<file path="config.mk">
export PLATFORM = sky130hd
export DESIGN_NAME = hjprc_top
export DESIGN_NICKNAME = d
export VERILOG_FILES = /design/src/shared/hjprc_pkg.sv /design/src/hdl/hjprc_top.sv /design/src/hdl/hjprc_sync.sv /design/src/hdl/hjprc_tap.sv
export VERILOG_INCLUDE_DIRS = /design/src /design/src/shared
export SDC_FILE = /design/constraint.sdc
export NUM_CORES = 1
export LEC_CHECK = 0
export BUFFER_PORTS_ARGS = -buffer_cell sky130_fd_sc_hd__buf_2
export CAP_MARGIN = 20
export CORE_MARGIN = 2
export CORE_UTILIZATION = 60
export CTS_CLUSTER_DIAMETER = 150
export DETAILED_ROUTE_END_ITERATION = 16
export PLACE_DENSITY = 0.83
export SYNTH_ARGS = -nofsm -noshare
export SYNTH_HDL_FRONTEND = slang
export SYNTH_HIERARCHICAL = 1
export SYNTH_SLANG_ARGS = --single-unit
export TNS_END_PERCENT = 100
</file>
<file path="constraint.sdc">
create_clock -name sys_clk_i -period 4.4 [get_ports sys_clk_i]
set_clock_uncertainty 0.1 [all_clocks]
set_input_delay 0.22 -clock sys_clk_i [delete_from_list [all_inputs] [get_ports sys_clk_i]]
set_output_delay 0.22 -clock sys_clk_i [all_outputs]
set_load 0.05 [all_outputs]
</file>
<file path="src/shared/hjprc_params.svh">
// timing counts and reset values for the port, reset and lock control block
`ifndef HJPRC_PARAMS_SVH
`define HJPRC_PARAMS_SVH

`define HJPRC_CLK_HZ          50000000
`define HJPRC_PWRUP_HOLD_US   500
`define HJPRC_PWRUP_HOLD_CYC  ((`HJPRC_CLK_HZ / 1000000) * `HJPRC_PWRUP_HOLD_US)
`define HJPRC_ADDR_BITS       8
`define HJPRC_DATA_BITS       16
`define HJPRC_RDWR_BIT        15
`define HJPRC_DEF_CFG         16'h0000

`endif

</file>
<file path="src/shared/hjprc_pkg.sv">
// types shared by the port, reset and lock control block
package hjprc_pkg;

	typedef enum logic [1:0]
	{
		HJPRC_PORT_HOST,
		HJPRC_PORT_TEST
	} hjprc_port_e;

	typedef enum logic [1:0]
	{
		HJPRC_LK_FREE,
		HJPRC_LK_DEFAULT,
		HJPRC_LK_ACQUIRE,
		HJPRC_LK_LOCKED
	} hjprc_lock_e;

	typedef logic [15:0] hjprc_word_t;

endpackage : hjprc_pkg

</file>
<file path="src/hdl/hjprc_top.sv">
// shared serial/test port mux, reset handling and lock-select control
// How it works
// - mode pin high gives the four serial pins to test; low to host.
// - all bits shift in step with the shared serial/test clock.
// - host mode samples address and data on serial-in at clock rise.
// - test mode uses serial-in as test data input.
// - host mode drives register contents on serial-out with the clock.
// - test mode uses serial-out as test data output.
// - host select is active low; activity ignored while it is high.
// - test mode uses the select pin as active-high test mode select.
// - reset low in host mode forces registers and blocks to defaults.
// - host reset floats all signal pins; video clocks a and b low.
// - reset release in host mode resumes from defaults.
// - reset low in test mode: defaults and test controller held.
// - reset release in test mode lets the test controller run.
// - lock-select low: enter locked mode only after lock achieved.
// - lock-select high: video clock and timing free-run.
// - audio clocks follow the output video clock regardless of pin.
// - lock without reference: outputs follow internal defaults.
`timescale 1ns/10ps
`include "hjprc_params.svh"
module hjprc_top
#(
	parameter int PWRUP_HOLD_CYC = `HJPRC_PWRUP_HOLD_CYC
)
(
	input  wire logic                    sys_clk_i,
	input  wire logic                    rst_i,
	input  wire logic                    port_mode_i,
	input  wire logic                    reset_n_i,
	input  wire logic                    shared_serial_clock_i,
	input  wire logic                    shared_serial_in_i,
	input  wire logic                    shared_select_i,
	output logic                         shared_serial_out_o,
	output logic                         shared_serial_out_oe_o,
	input  wire logic                    lock_select_n_i,
	input  wire logic                    ref_present_i,
	input  wire logic                    lock_achieved_i,
	output hjprc_pkg::hjprc_lock_e       lock_state_o,
	output logic                         audio_follow_video_o,
	output logic                         func_reset_o,
	output logic                         signal_pins_oe_o,
	output logic                         video_clk_force_low_o,
	output logic                         cfg_we_o,
	output hjprc_pkg::hjprc_word_t       cfg_wdata_o,
	output logic [`HJPRC_ADDR_BITS-1:0]  cfg_addr_o,
	input  wire hjprc_pkg::hjprc_word_t  cfg_rdata_i
);
	import hjprc_pkg::*;

	localparam int BITS = `HJPRC_DATA_BITS;

	if (PWRUP_HOLD_CYC < 1)
	begin : g_hold_chk
		$error("hjprc_top: PWRUP_HOLD_CYC must be at least 1");
	end

	function automatic logic rise(input logic now, input logic prev);
		rise = now && !prev;
	endfunction : rise

	// the six mode, reset, serial and lock-select pins pass two flops first; ref and lock-achieved inputs do not
	logic [5:0] pins_s;
	hjprc_sync #(.WIDTH(6)) u_sync
	(
		.sys_clk_i (sys_clk_i),
		.rst_i     (rst_i),
		.async_i   ({port_mode_i, reset_n_i, shared_serial_clock_i,
		              shared_serial_in_i, shared_select_i,
		              lock_select_n_i}),
		.sync_o    (pins_s)
	);

	logic test_mode_s;
	logic rstn_s;
	logic sck_s;
	logic sdi_s;
	logic sel_s;
	logic lksel_n_s;
	assign {test_mode_s, rstn_s, sck_s, sdi_s, sel_s, lksel_n_s} = pins_s;

	logic sck_d_r;
	logic sck_rise;
	logic sck_fall;

	always_ff @(posedge sys_clk_i)
	begin
		if (rst_i)
			sck_d_r <= 1'b0;
		else
			sck_d_r <= sck_s;
	end

	assign sck_rise = rise(sck_s, sck_d_r);
	assign sck_fall = rise(sck_d_r, sck_s);

	// reset follows the synchronised pin level; release takes effect at once, with no count
	logic in_reset;
	assign in_reset = !rstn_s;
	assign func_reset_o = in_reset;

	// host mode reset floats signal pins, video clocks held low
	assign signal_pins_oe_o      = !(in_reset && !test_mode_s);
	assign video_clk_force_low_o = in_reset && !test_mode_s;

	// host serial port: rd/wr bit, address, data, msb first
	typedef enum logic [1:0]
	{
		HS_IDLE,
		HS_CMD,
		HS_DATA
	} hjprc_hs_e;

	hjprc_hs_e            hs_r;
	logic [4:0]           bitcnt_r;
	logic [BITS-1:0]      cmd_r;
	logic [BITS-1:0]      shin_r;
	logic [BITS-1:0]      shout_r;
	logic                 host_act;
	logic                 sdo_r;
	logic                 sdo_en_r;

	// chip select active low; host logic inactive in test mode
	assign host_act = !test_mode_s && !sel_s && !in_reset;

	always_ff @(posedge sys_clk_i)
	begin
		if (rst_i || !host_act)
		begin
			hs_r     <= HS_IDLE;
			bitcnt_r <= 5'h00;
			cmd_r    <= '0;
			shin_r   <= '0;
		end
		else if (sck_rise)
		begin
			case (hs_r)
				HS_IDLE, HS_CMD:
				begin
					cmd_r <= {cmd_r[BITS-2:0], sdi_s};
					if (bitcnt_r == 5'(BITS - 1))
					begin
						hs_r     <= HS_DATA;
						bitcnt_r <= 5'h00;
					end
					else
					begin
						hs_r     <= HS_CMD;
						bitcnt_r <= bitcnt_r + 5'h01;
					end
				end
				HS_DATA:
				begin
					shin_r <= {shin_r[BITS-2:0], sdi_s};
					if (bitcnt_r == 5'(BITS - 1))
						bitcnt_r <= 5'h00;
					else
						bitcnt_r <= bitcnt_r + 5'h01;
				end
				default: hs_r <= HS_IDLE;
			endcase
		end
	end

	// write strobe once the data word is complete
	always_ff @(posedge sys_clk_i)
	begin
		if (rst_i || !host_act)
		begin
			cfg_we_o    <= 1'b0;
			cfg_wdata_o <= `HJPRC_DEF_CFG;
		end
		else
		begin
			cfg_we_o <= 1'b0;
			if (sck_rise && hs_r == HS_DATA && bitcnt_r == 5'(BITS - 1)
				&& !cmd_r[`HJPRC_RDWR_BIT])
			begin
				cfg_we_o    <= 1'b1;
				cfg_wdata_o <= {shin_r[BITS-2:0], sdi_s};
			end
		end
	end

	assign cfg_addr_o = cmd_r[`HJPRC_ADDR_BITS-1:0];

	// read data loaded after the command word, shifted on falling edge
	logic load_rd;
	logic load_rd_r;
	assign load_rd = sck_rise && hs_r != HS_DATA
		&& bitcnt_r == 5'(BITS - 1);

	// taken a cycle late: the address holds its last bit only then
	always_ff @(posedge sys_clk_i)
	begin
		if (rst_i || !host_act)
		begin
			load_rd_r <= 1'b0;
			shout_r   <= '0;
			sdo_r     <= 1'b0;
			sdo_en_r  <= 1'b0;
		end
		else
		begin
			load_rd_r <= load_rd;
			if (load_rd_r)
				shout_r <= cfg_rdata_i;
			else if (sck_fall && hs_r == HS_DATA
				&& cmd_r[`HJPRC_RDWR_BIT])
			begin
				sdo_en_r <= 1'b1;
				sdo_r    <= shout_r[BITS-1];
				shout_r  <= {shout_r[BITS-2:0], 1'b0};
			end
		end
	end

	// test port shares the same pins
	logic tdo;
	logic tdo_en;
	logic tap_rst;
	hjprc_tap u_tap
	(
		.sys_clk_i  (sys_clk_i),
		.rst_i      (rst_i),
		.hold_rst_i (in_reset || !test_mode_s),
		.tck_rise_i (sck_rise),
		.tck_fall_i (sck_fall),
		.tms_i      (sel_s),
		.tdi_i      (sdi_s),
		.tdo_o      (tdo),
		.tdo_en_o   (tdo_en),
		.in_reset_o (tap_rst)
	);

	// output mux on mode; floats in host reset
	always_ff @(posedge sys_clk_i)
	begin
		if (rst_i)
		begin
			shared_serial_out_o    <= 1'b0;
			shared_serial_out_oe_o <= 1'b0;
		end
		else if (test_mode_s)
		begin
			shared_serial_out_o    <= tdo;
			shared_serial_out_oe_o <= tdo_en;
		end
		else
		begin
			shared_serial_out_o    <= sdo_r;
			shared_serial_out_oe_o <= sdo_en_r && !in_reset;
		end
	end

	// lock selection
	hjprc_lock_e lk_r;
	always_ff @(posedge sys_clk_i)
	begin
		if (rst_i || in_reset)
			lk_r <= HJPRC_LK_FREE;
		else if (lksel_n_s)
			lk_r <= HJPRC_LK_FREE;
		else
		begin
			case (lk_r)
				HJPRC_LK_FREE, HJPRC_LK_DEFAULT:
					lk_r <= ref_present_i ? HJPRC_LK_ACQUIRE
						: HJPRC_LK_DEFAULT;
				HJPRC_LK_ACQUIRE:
					if (!ref_present_i)
						lk_r <= HJPRC_LK_DEFAULT;
					else if (lock_achieved_i)
						lk_r <= HJPRC_LK_LOCKED;
				HJPRC_LK_LOCKED:
					if (!ref_present_i)
						lk_r <= HJPRC_LK_DEFAULT;
					else if (!lock_achieved_i)
						lk_r <= HJPRC_LK_ACQUIRE;
				default: lk_r <= HJPRC_LK_FREE;
			endcase
		end
	end

	assign lock_state_o         = lk_r;
	assign audio_follow_video_o = 1'b1;
endmodule : hjprc_top

</file>
<file path="src/hdl/hjprc_sync.sv">
// two flip-flop level synchroniser
`timescale 1ns/10ps
module hjprc_sync
#(
	parameter int WIDTH = 1
)
(
	input  wire logic             sys_clk_i,
	input  wire logic             rst_i,
	input  wire logic [WIDTH-1:0] async_i,
	output logic      [WIDTH-1:0] sync_o
);
	logic [WIDTH-1:0] meta_r;

	if (WIDTH < 1)
	begin : g_width_chk
		$error("hjprc_sync: WIDTH must be at least 1");
	end

	always_ff @(posedge sys_clk_i)
	begin
		if (rst_i)
		begin
			meta_r <= '0;
			sync_o <= '0;
		end
		else
		begin
			meta_r <= async_i;
			sync_o <= meta_r;
		end
	end

endmodule : hjprc_sync

</file>
<file path="src/hdl/hjprc_tap.sv">
// boundary-scan test controller with bypass data path
`timescale 1ns/10ps
module hjprc_tap
(
	input  wire logic sys_clk_i,
	input  wire logic rst_i,
	input  wire logic hold_rst_i,
	input  wire logic tck_rise_i,
	input  wire logic tck_fall_i,
	input  wire logic tms_i,
	input  wire logic tdi_i,
	output logic      tdo_o,
	output logic      tdo_en_o,
	output logic      in_reset_o
);
	typedef enum logic [3:0]
	{
		TLR, RTI, SEL_DR, CAP_DR, SH_DR, EX1_DR, PA_DR, EX2_DR, UPD_DR,
		SEL_IR, CAP_IR, SH_IR, EX1_IR, PA_IR, EX2_IR, UPD_IR
	} hjprc_tap_e;

	hjprc_tap_e st_r;
	hjprc_tap_e st_nxt;
	logic       byp_r;
	logic       ir_r;

	always_comb
	begin
		case (st_r)
			TLR:     st_nxt = tms_i ? TLR : RTI;
			RTI:     st_nxt = tms_i ? SEL_DR : RTI;
			SEL_DR:  st_nxt = tms_i ? SEL_IR : CAP_DR;
			CAP_DR:  st_nxt = tms_i ? EX1_DR : SH_DR;
			SH_DR:   st_nxt = tms_i ? EX1_DR : SH_DR;
			EX1_DR:  st_nxt = tms_i ? UPD_DR : PA_DR;
			PA_DR:   st_nxt = tms_i ? EX2_DR : PA_DR;
			EX2_DR:  st_nxt = tms_i ? UPD_DR : SH_DR;
			UPD_DR:  st_nxt = tms_i ? SEL_DR : RTI;
			SEL_IR:  st_nxt = tms_i ? TLR : CAP_IR;
			CAP_IR:  st_nxt = tms_i ? EX1_IR : SH_IR;
			SH_IR:   st_nxt = tms_i ? EX1_IR : SH_IR;
			EX1_IR:  st_nxt = tms_i ? UPD_IR : PA_IR;
			PA_IR:   st_nxt = tms_i ? EX2_IR : PA_IR;
			EX2_IR:  st_nxt = tms_i ? UPD_IR : SH_IR;
			UPD_IR:  st_nxt = tms_i ? SEL_DR : RTI;
			default: st_nxt = TLR;
		endcase
	end

	// controller held in its reset state while the reset pin is low
	always_ff @(posedge sys_clk_i)
	begin
		if (rst_i || hold_rst_i)
			st_r <= TLR;
		else if (tck_rise_i)
			st_r <= st_nxt;
	end

	// one-bit bypass and one-bit instruction registers: no scan cells beyond this block
	always_ff @(posedge sys_clk_i)
	begin
		if (rst_i || hold_rst_i)
		begin
			byp_r <= 1'b0;
			ir_r  <= 1'b1;
		end
		else if (tck_rise_i)
		begin
			if (st_r == SH_DR)
				byp_r <= tdi_i;
			else if (st_r == CAP_DR)
				byp_r <= 1'b0;
			if (st_r == SH_IR)
				ir_r <= tdi_i;
			else if (st_r == CAP_IR)
				ir_r <= 1'b1;
		end
	end

	// tdo changes on the falling test clock edge
	always_ff @(posedge sys_clk_i)
	begin
		if (rst_i || hold_rst_i)
		begin
			tdo_o    <= 1'b0;
			tdo_en_o <= 1'b0;
		end
		else if (tck_fall_i)
		begin
			tdo_en_o <= (st_r == SH_DR) || (st_r == SH_IR);
			tdo_o    <= (st_r == SH_IR) ? ir_r : byp_r;
		end
	end

	assign in_reset_o = (st_r == TLR);

endmodule : hjprc_tap

</file>
# ---- After elaboration in Yosys (flattened, before gate mapping)
# Cells that the tools add are included.
dict set report totals {
  output_inout_bits 33
  elab_cells 127
  input_bits 26
  reg_bits 99
}
dict set report op_classes {
  reduce_logical 47
  add_sub_neg 1
  bitwise 2
  eq_ne 24
  muxes 32
}
# operator count
set ops {}
lappend ops {{$pmux 4 s12} 1}
lappend ops {{$eq 4x4->1 const B} 8}
lappend ops {{$mux 16} 2}
lappend ops {{$mux 2} 9}
lappend ops {{$eq 4x3->1 const B} 4}
lappend ops {{$mux 4} 4}
lappend ops {{$reduce_and 2->1} 8}
lappend ops {{$logic_and 1x1->1} 13}
lappend ops {{$mux 1} 11}
lappend ops {{$reduce_or 2->1} 5}
lappend ops {{$eq 4x2->1 const B} 2}
lappend ops {{$logic_not 1->1} 8}
lappend ops {{$eq 2x2->1 const B} 3}
lappend ops {{$mux 3} 2}
lappend ops {{$ne 3x3->1 const B} 2}
lappend ops {{$pmux 2 s3} 1}
lappend ops {{$reduce_bool 2->1} 3}
lappend ops {{$reduce_or 3->1} 2}
lappend ops {{$add 5x1->5 const B} 1}
lappend ops {{$eq 5x4->1 const B} 1}
lappend ops {{$logic_or 1x1->1} 5}
lappend ops {{$mux 5} 1}
lappend ops {{$eq 2x1->1 const B} 2}
lappend ops {{$eq 4x1->1 const B} 1}
lappend ops {{5 further kinds} 7}

# ---- Depth between registers and ports, before layout
dict set report logic_depth {
  word_depth 6
  mapped_depth 7
  ltp_nobuf 6
}

# ---- Modules after synthesis
# The synthesis kept the hierarchy.
# mod cells_per_inst seq_area_each_um2 n_inst area_each_um2
set by_module_without_submodules {}
lappend by_module_without_submodules {hjprc_top 381 1581.5 1 3343.2}
lappend by_module_without_submodules {hjprc_tap 74 160.2 1 601.8}
lappend by_module_without_submodules {hjprc_sync 25 240.2 1 366.6}

# ---- Worst setup path before layout
# Ideal clock, no wire load.
dict set report synth_timing {
  kind {register to register}
  from {register bitcnt_r[0]}
  to {register cfg_wdata_o[10]}
  setup_time_ns 0.072
  path_buffers 1
  path_slack_ns 2.716
  path_stages_with_launch 6
  required_ns 4.228
  synth_period_minus_slack_ns 1.684
  arrival_ns 1.513
  path_cell_list {dfxtp_1 ha_1 nand4b_4 nor3_4 buf_6 mux2i_1}
}
dict set report synth_between {
  elab_chain_cells 3
}
# element line_no
set synth_lines {}
lappend synth_lines {{start: declaration} hjprc_top.sv:115} ;# logic [4:0] bitcnt_r;
lappend synth_lines {{start signal: assignment} hjprc_top.sv:149} ;# bitcnt_r <= bitcnt_r + 5'h01;
lappend synth_lines {{start signal: assignment} hjprc_top.sv:158} ;# bitcnt_r <= bitcnt_r + 5'h01;
lappend synth_lines {{$eq 5x4->1} hjprc_top.sv:176} ;# if (sck_rise && hs_r == HS_DATA && bitcnt_r == 5'(BITS - 1)
lappend synth_lines {{$logic_and 1x1->1 (2 in a row)} hjprc_top.sv:176}
lappend synth_lines {{end signal: assignment} hjprc_top.sv:171} ;# cfg_wdata_o <= `HJPRC_DEF_CFG;
lappend synth_lines {{end signal: assignment} hjprc_top.sv:180} ;# cfg_wdata_o <= {shin_r[BITS-2:0], sdi_s};
lappend synth_lines {{end: declaration} hjprc_top.sv:45} ;# output hjprc_pkg::hjprc_word_t cfg_wdata_o,
# No other way between the ends.
# A chain may end at the register's enable or synchronous reset.

# ---- Final worst setup path
dict set report layout_timing {
  from {register hs_r[1]}
  to {register cfg_wdata_o[6]}
}
dict set report layout_between {
  elab_chain_cells 4
}
# element line_no
set layout_lines {}
lappend layout_lines {{start: declaration} hjprc_top.sv:114} ;# hjprc_hs_e hs_r;
lappend layout_lines {{start signal: assignment} hjprc_top.sv:130} ;# hs_r <= HS_IDLE;
lappend layout_lines {{start signal: assignment} hjprc_top.sv:143} ;# hs_r <= HS_DATA;
lappend layout_lines {{start signal: assignment} hjprc_top.sv:148} ;# hs_r <= HS_CMD;
lappend layout_lines {{$eq 2x2->1} hjprc_top.sv:176}
lappend layout_lines {{$logic_and 1x1->1 (3 in a row)} hjprc_top.sv:176}
# No other way between the ends.

==> summary.txt <==
Outcome
  • Status: complete, no violations

Global routing
  • Global-route wire length before repair: 13700 µm
  • Grt met1 use: 28.5%
  • Met3 usage: 3.82%
  • Pin count of the biggest net entering global routing: 53
  • Vias in the first global route: 3050
  • GRT busiest layer: met2
  • Total GRT Usage: 21.9%
  • Antenna violations before repair: 0
  • Met2 usage in global routing: 36.3%
  • Total congestion overflow: 0

Floorplan
  • Io pins: 59
  • Core area: 6870 µm²
  • Die Wd: 88.7 µm
  • Initial core utilization: 62.7%
  • Die height: 88.7 µm
  • # rows: 30
  • Die area: 7870 µm²

Clock tree
  • Clk_lat worst skew: 360 ps
  • TritonCTS clock tree: done
  • CTS Buf Count: 9
  • Clk sinks: 99
  • PostCTS Resize Cnt: 0
  • # Post-CTS Setup Buffers: 0
  • H-tree levels: 3
  • CTS root buffer: clkbuf_8
  • CTS clk-pin slew, worst paths: 90 ps
  • CTS Buffer Depth: 2
  • Cts hold-fix bufs: 7

Cells and area
  • Nets: 536
  • Fin area: 4720 µm²
  • Area Growth Syn to Fin: 9.68%
  • ANT cells: 0
  • Share of cells above drive strength 1: 24.3%
  • Final core utilization: 68.7%

STA
  • WHS: 17.5 ps
  • Final hold vios: 0
  • Rel. slew slack: 29.6%
  • RSZ-0062 raised after global routing: no
  • Worst Max-Slew Pin Slew: 1050 ps
  • Fmax: 375 MHz
  • Final TNS setup: 0 ps
  • Final setup viols: 0
  • Final worst-path cycle share: 60.5%
  • Period minus WS final: 2660 ps
  • Slew Viols, Final: 0

Routing
  • Post-DR vias/cell: 5.53
  • Wirelength per Cell: 13.7 µm
  • Post-route antenna net violation count: 0
  • Initial DRT Pass Iterations: 4
  • DRC Markers: 0
  • Initial DRC count: 243
  • Total wire length: 8340 µm
  • Via count: 3371

Logic synthesis
  • Mapped Area: 4310 µm²
  • Syn_area_per_cell: 8.99 µm²
  • Mapped Cells: 479
  • Warnings, synthesis: 6
  • Syn Nets: 506

Power and ir drop
  • Internal power: 1.25 mW
  • P_leak: 1.59 nW
  • Power Density: 337 nW/µm²
  • Clock power frac: 39.3%
  • Flop pwr share: 57.0%
  • Switching share of power: 21.6%
  • Logic pwr share: 3.7%
  • Maximum vdd drop: 0.000214 V
  • Psw: 0.343 mW

Placed design
  • Placed instance area: 4440 µm²
  • Hpwl dp: 5370 µm
  • GP Congestion: 0.751
  • I/O Buffers: 57

Worst setup path
  • Critical Path Source Type: flip-flop
  • Kind of critical path: reg -> reg
  • CP endpoint kind: flip-flop
  • Worst EP arrival: 2850 ps
  • WP data required: 4590 ps
  • CP max FO: 17

Worst hold path
  • Worst Hold Class: in -> reg

Run
  • Max-cap viol count: 0
-- routing by layer --
layer	vias up	wire length [µm]	share of wire, %
met5	-	0	0
met4	0	106	1.3
met3	9	350	4.2
met2	78	4110	49
met1	1580	3770	45
li1	1704	-	-
-- through the flow --
| stage | setup WS (ps) | power [mW] | cells |
|---|---|---|---|
| after floorplan | 2720 | 0.966 | 479 |
| after global placement | 1870 | 0.980 | 587 |
| after detailed placement | 1750 | 0.982 | 587 |
| after CTS | 1710 | 1.60 | 610 |
| after global routing | 1530 | 1.64 | 610 |
| final | 1740 | 1.59 | 610 |
-- registers in the layout (all words and copies together), names as in the netlist, 2 cells and up --
name	count
bitcnt_r	5
cmd_r	16
shin_r	15
u_tap/st_r	4
lock_state_o	2
cfg_wdata_o	16
u_sync/meta_r	6
hs_r	2
shout_r	16
u_sync/sync_o	6
-- critical path, cell delays in order, from the launching register on --
cell	delay (ps)
dfxtp_1	510
nand4bb_1	690
nor3_4	1000
mux2i_1	290
-- layout make-up --
| cell class | count | area (µm²) |
|---|---|---|
| clock buffer | 10 | 128 |
| clock inverter | 6 | 87.6 |
| fill | 532 | 2150 |
| inverter | 8 | 30.0 |
| multi-input combinational | 326 | 2010 |
| sequential | 99 | 1980 |
| tap | 96 | 120 |
| timing repair buffer | 65 | 363 |
-- power by group through the flow --
stage	clock network (mW)	registers, mW	logic [mW]
3_3_place_gp	0	0.927	0.0526
6_report	0.625	0.907	0.0587
2_1_floorplan	0	0.926	0.0399
5_1_grt	0.669	0.908	0.0641
3_5_place_dp	0	0.928	0.0536
4_1_cts	0.633	0.907	0.0587
-- cells in the final DEF (no fill, tap or decap), types with 8 or more instances in the layout --
cell / count
nand2_1: 106
dfxtp_1: 99
buf_2: 57
o21ai_0: 40
a21oi_1: 21
a21oi_2: 20
mux2i_1: 20
nand3_1: 19
a31oi_1: 19
clkbuf_8: 9
nor2_1: 8
nor2b_2: 8
-- final timing paths --
check / cells after the start / to / slack (ps) / startpoint
setup / recovery: 3 / cfg_wdata_o[6] / 1740 / hs_r[1]
hold / removal: 3 / shout_r[0] / 20 / cfg_rdata_i[0]
setup reg to reg: 3 / cfg_wdata_o[6] / 1740 / hs_r[1]
hold reg to reg: 1 / lock_state_o[1] / 330 / u_sync/sync_o[0]
No activity file was read; power rests on OpenSTA's default activity.
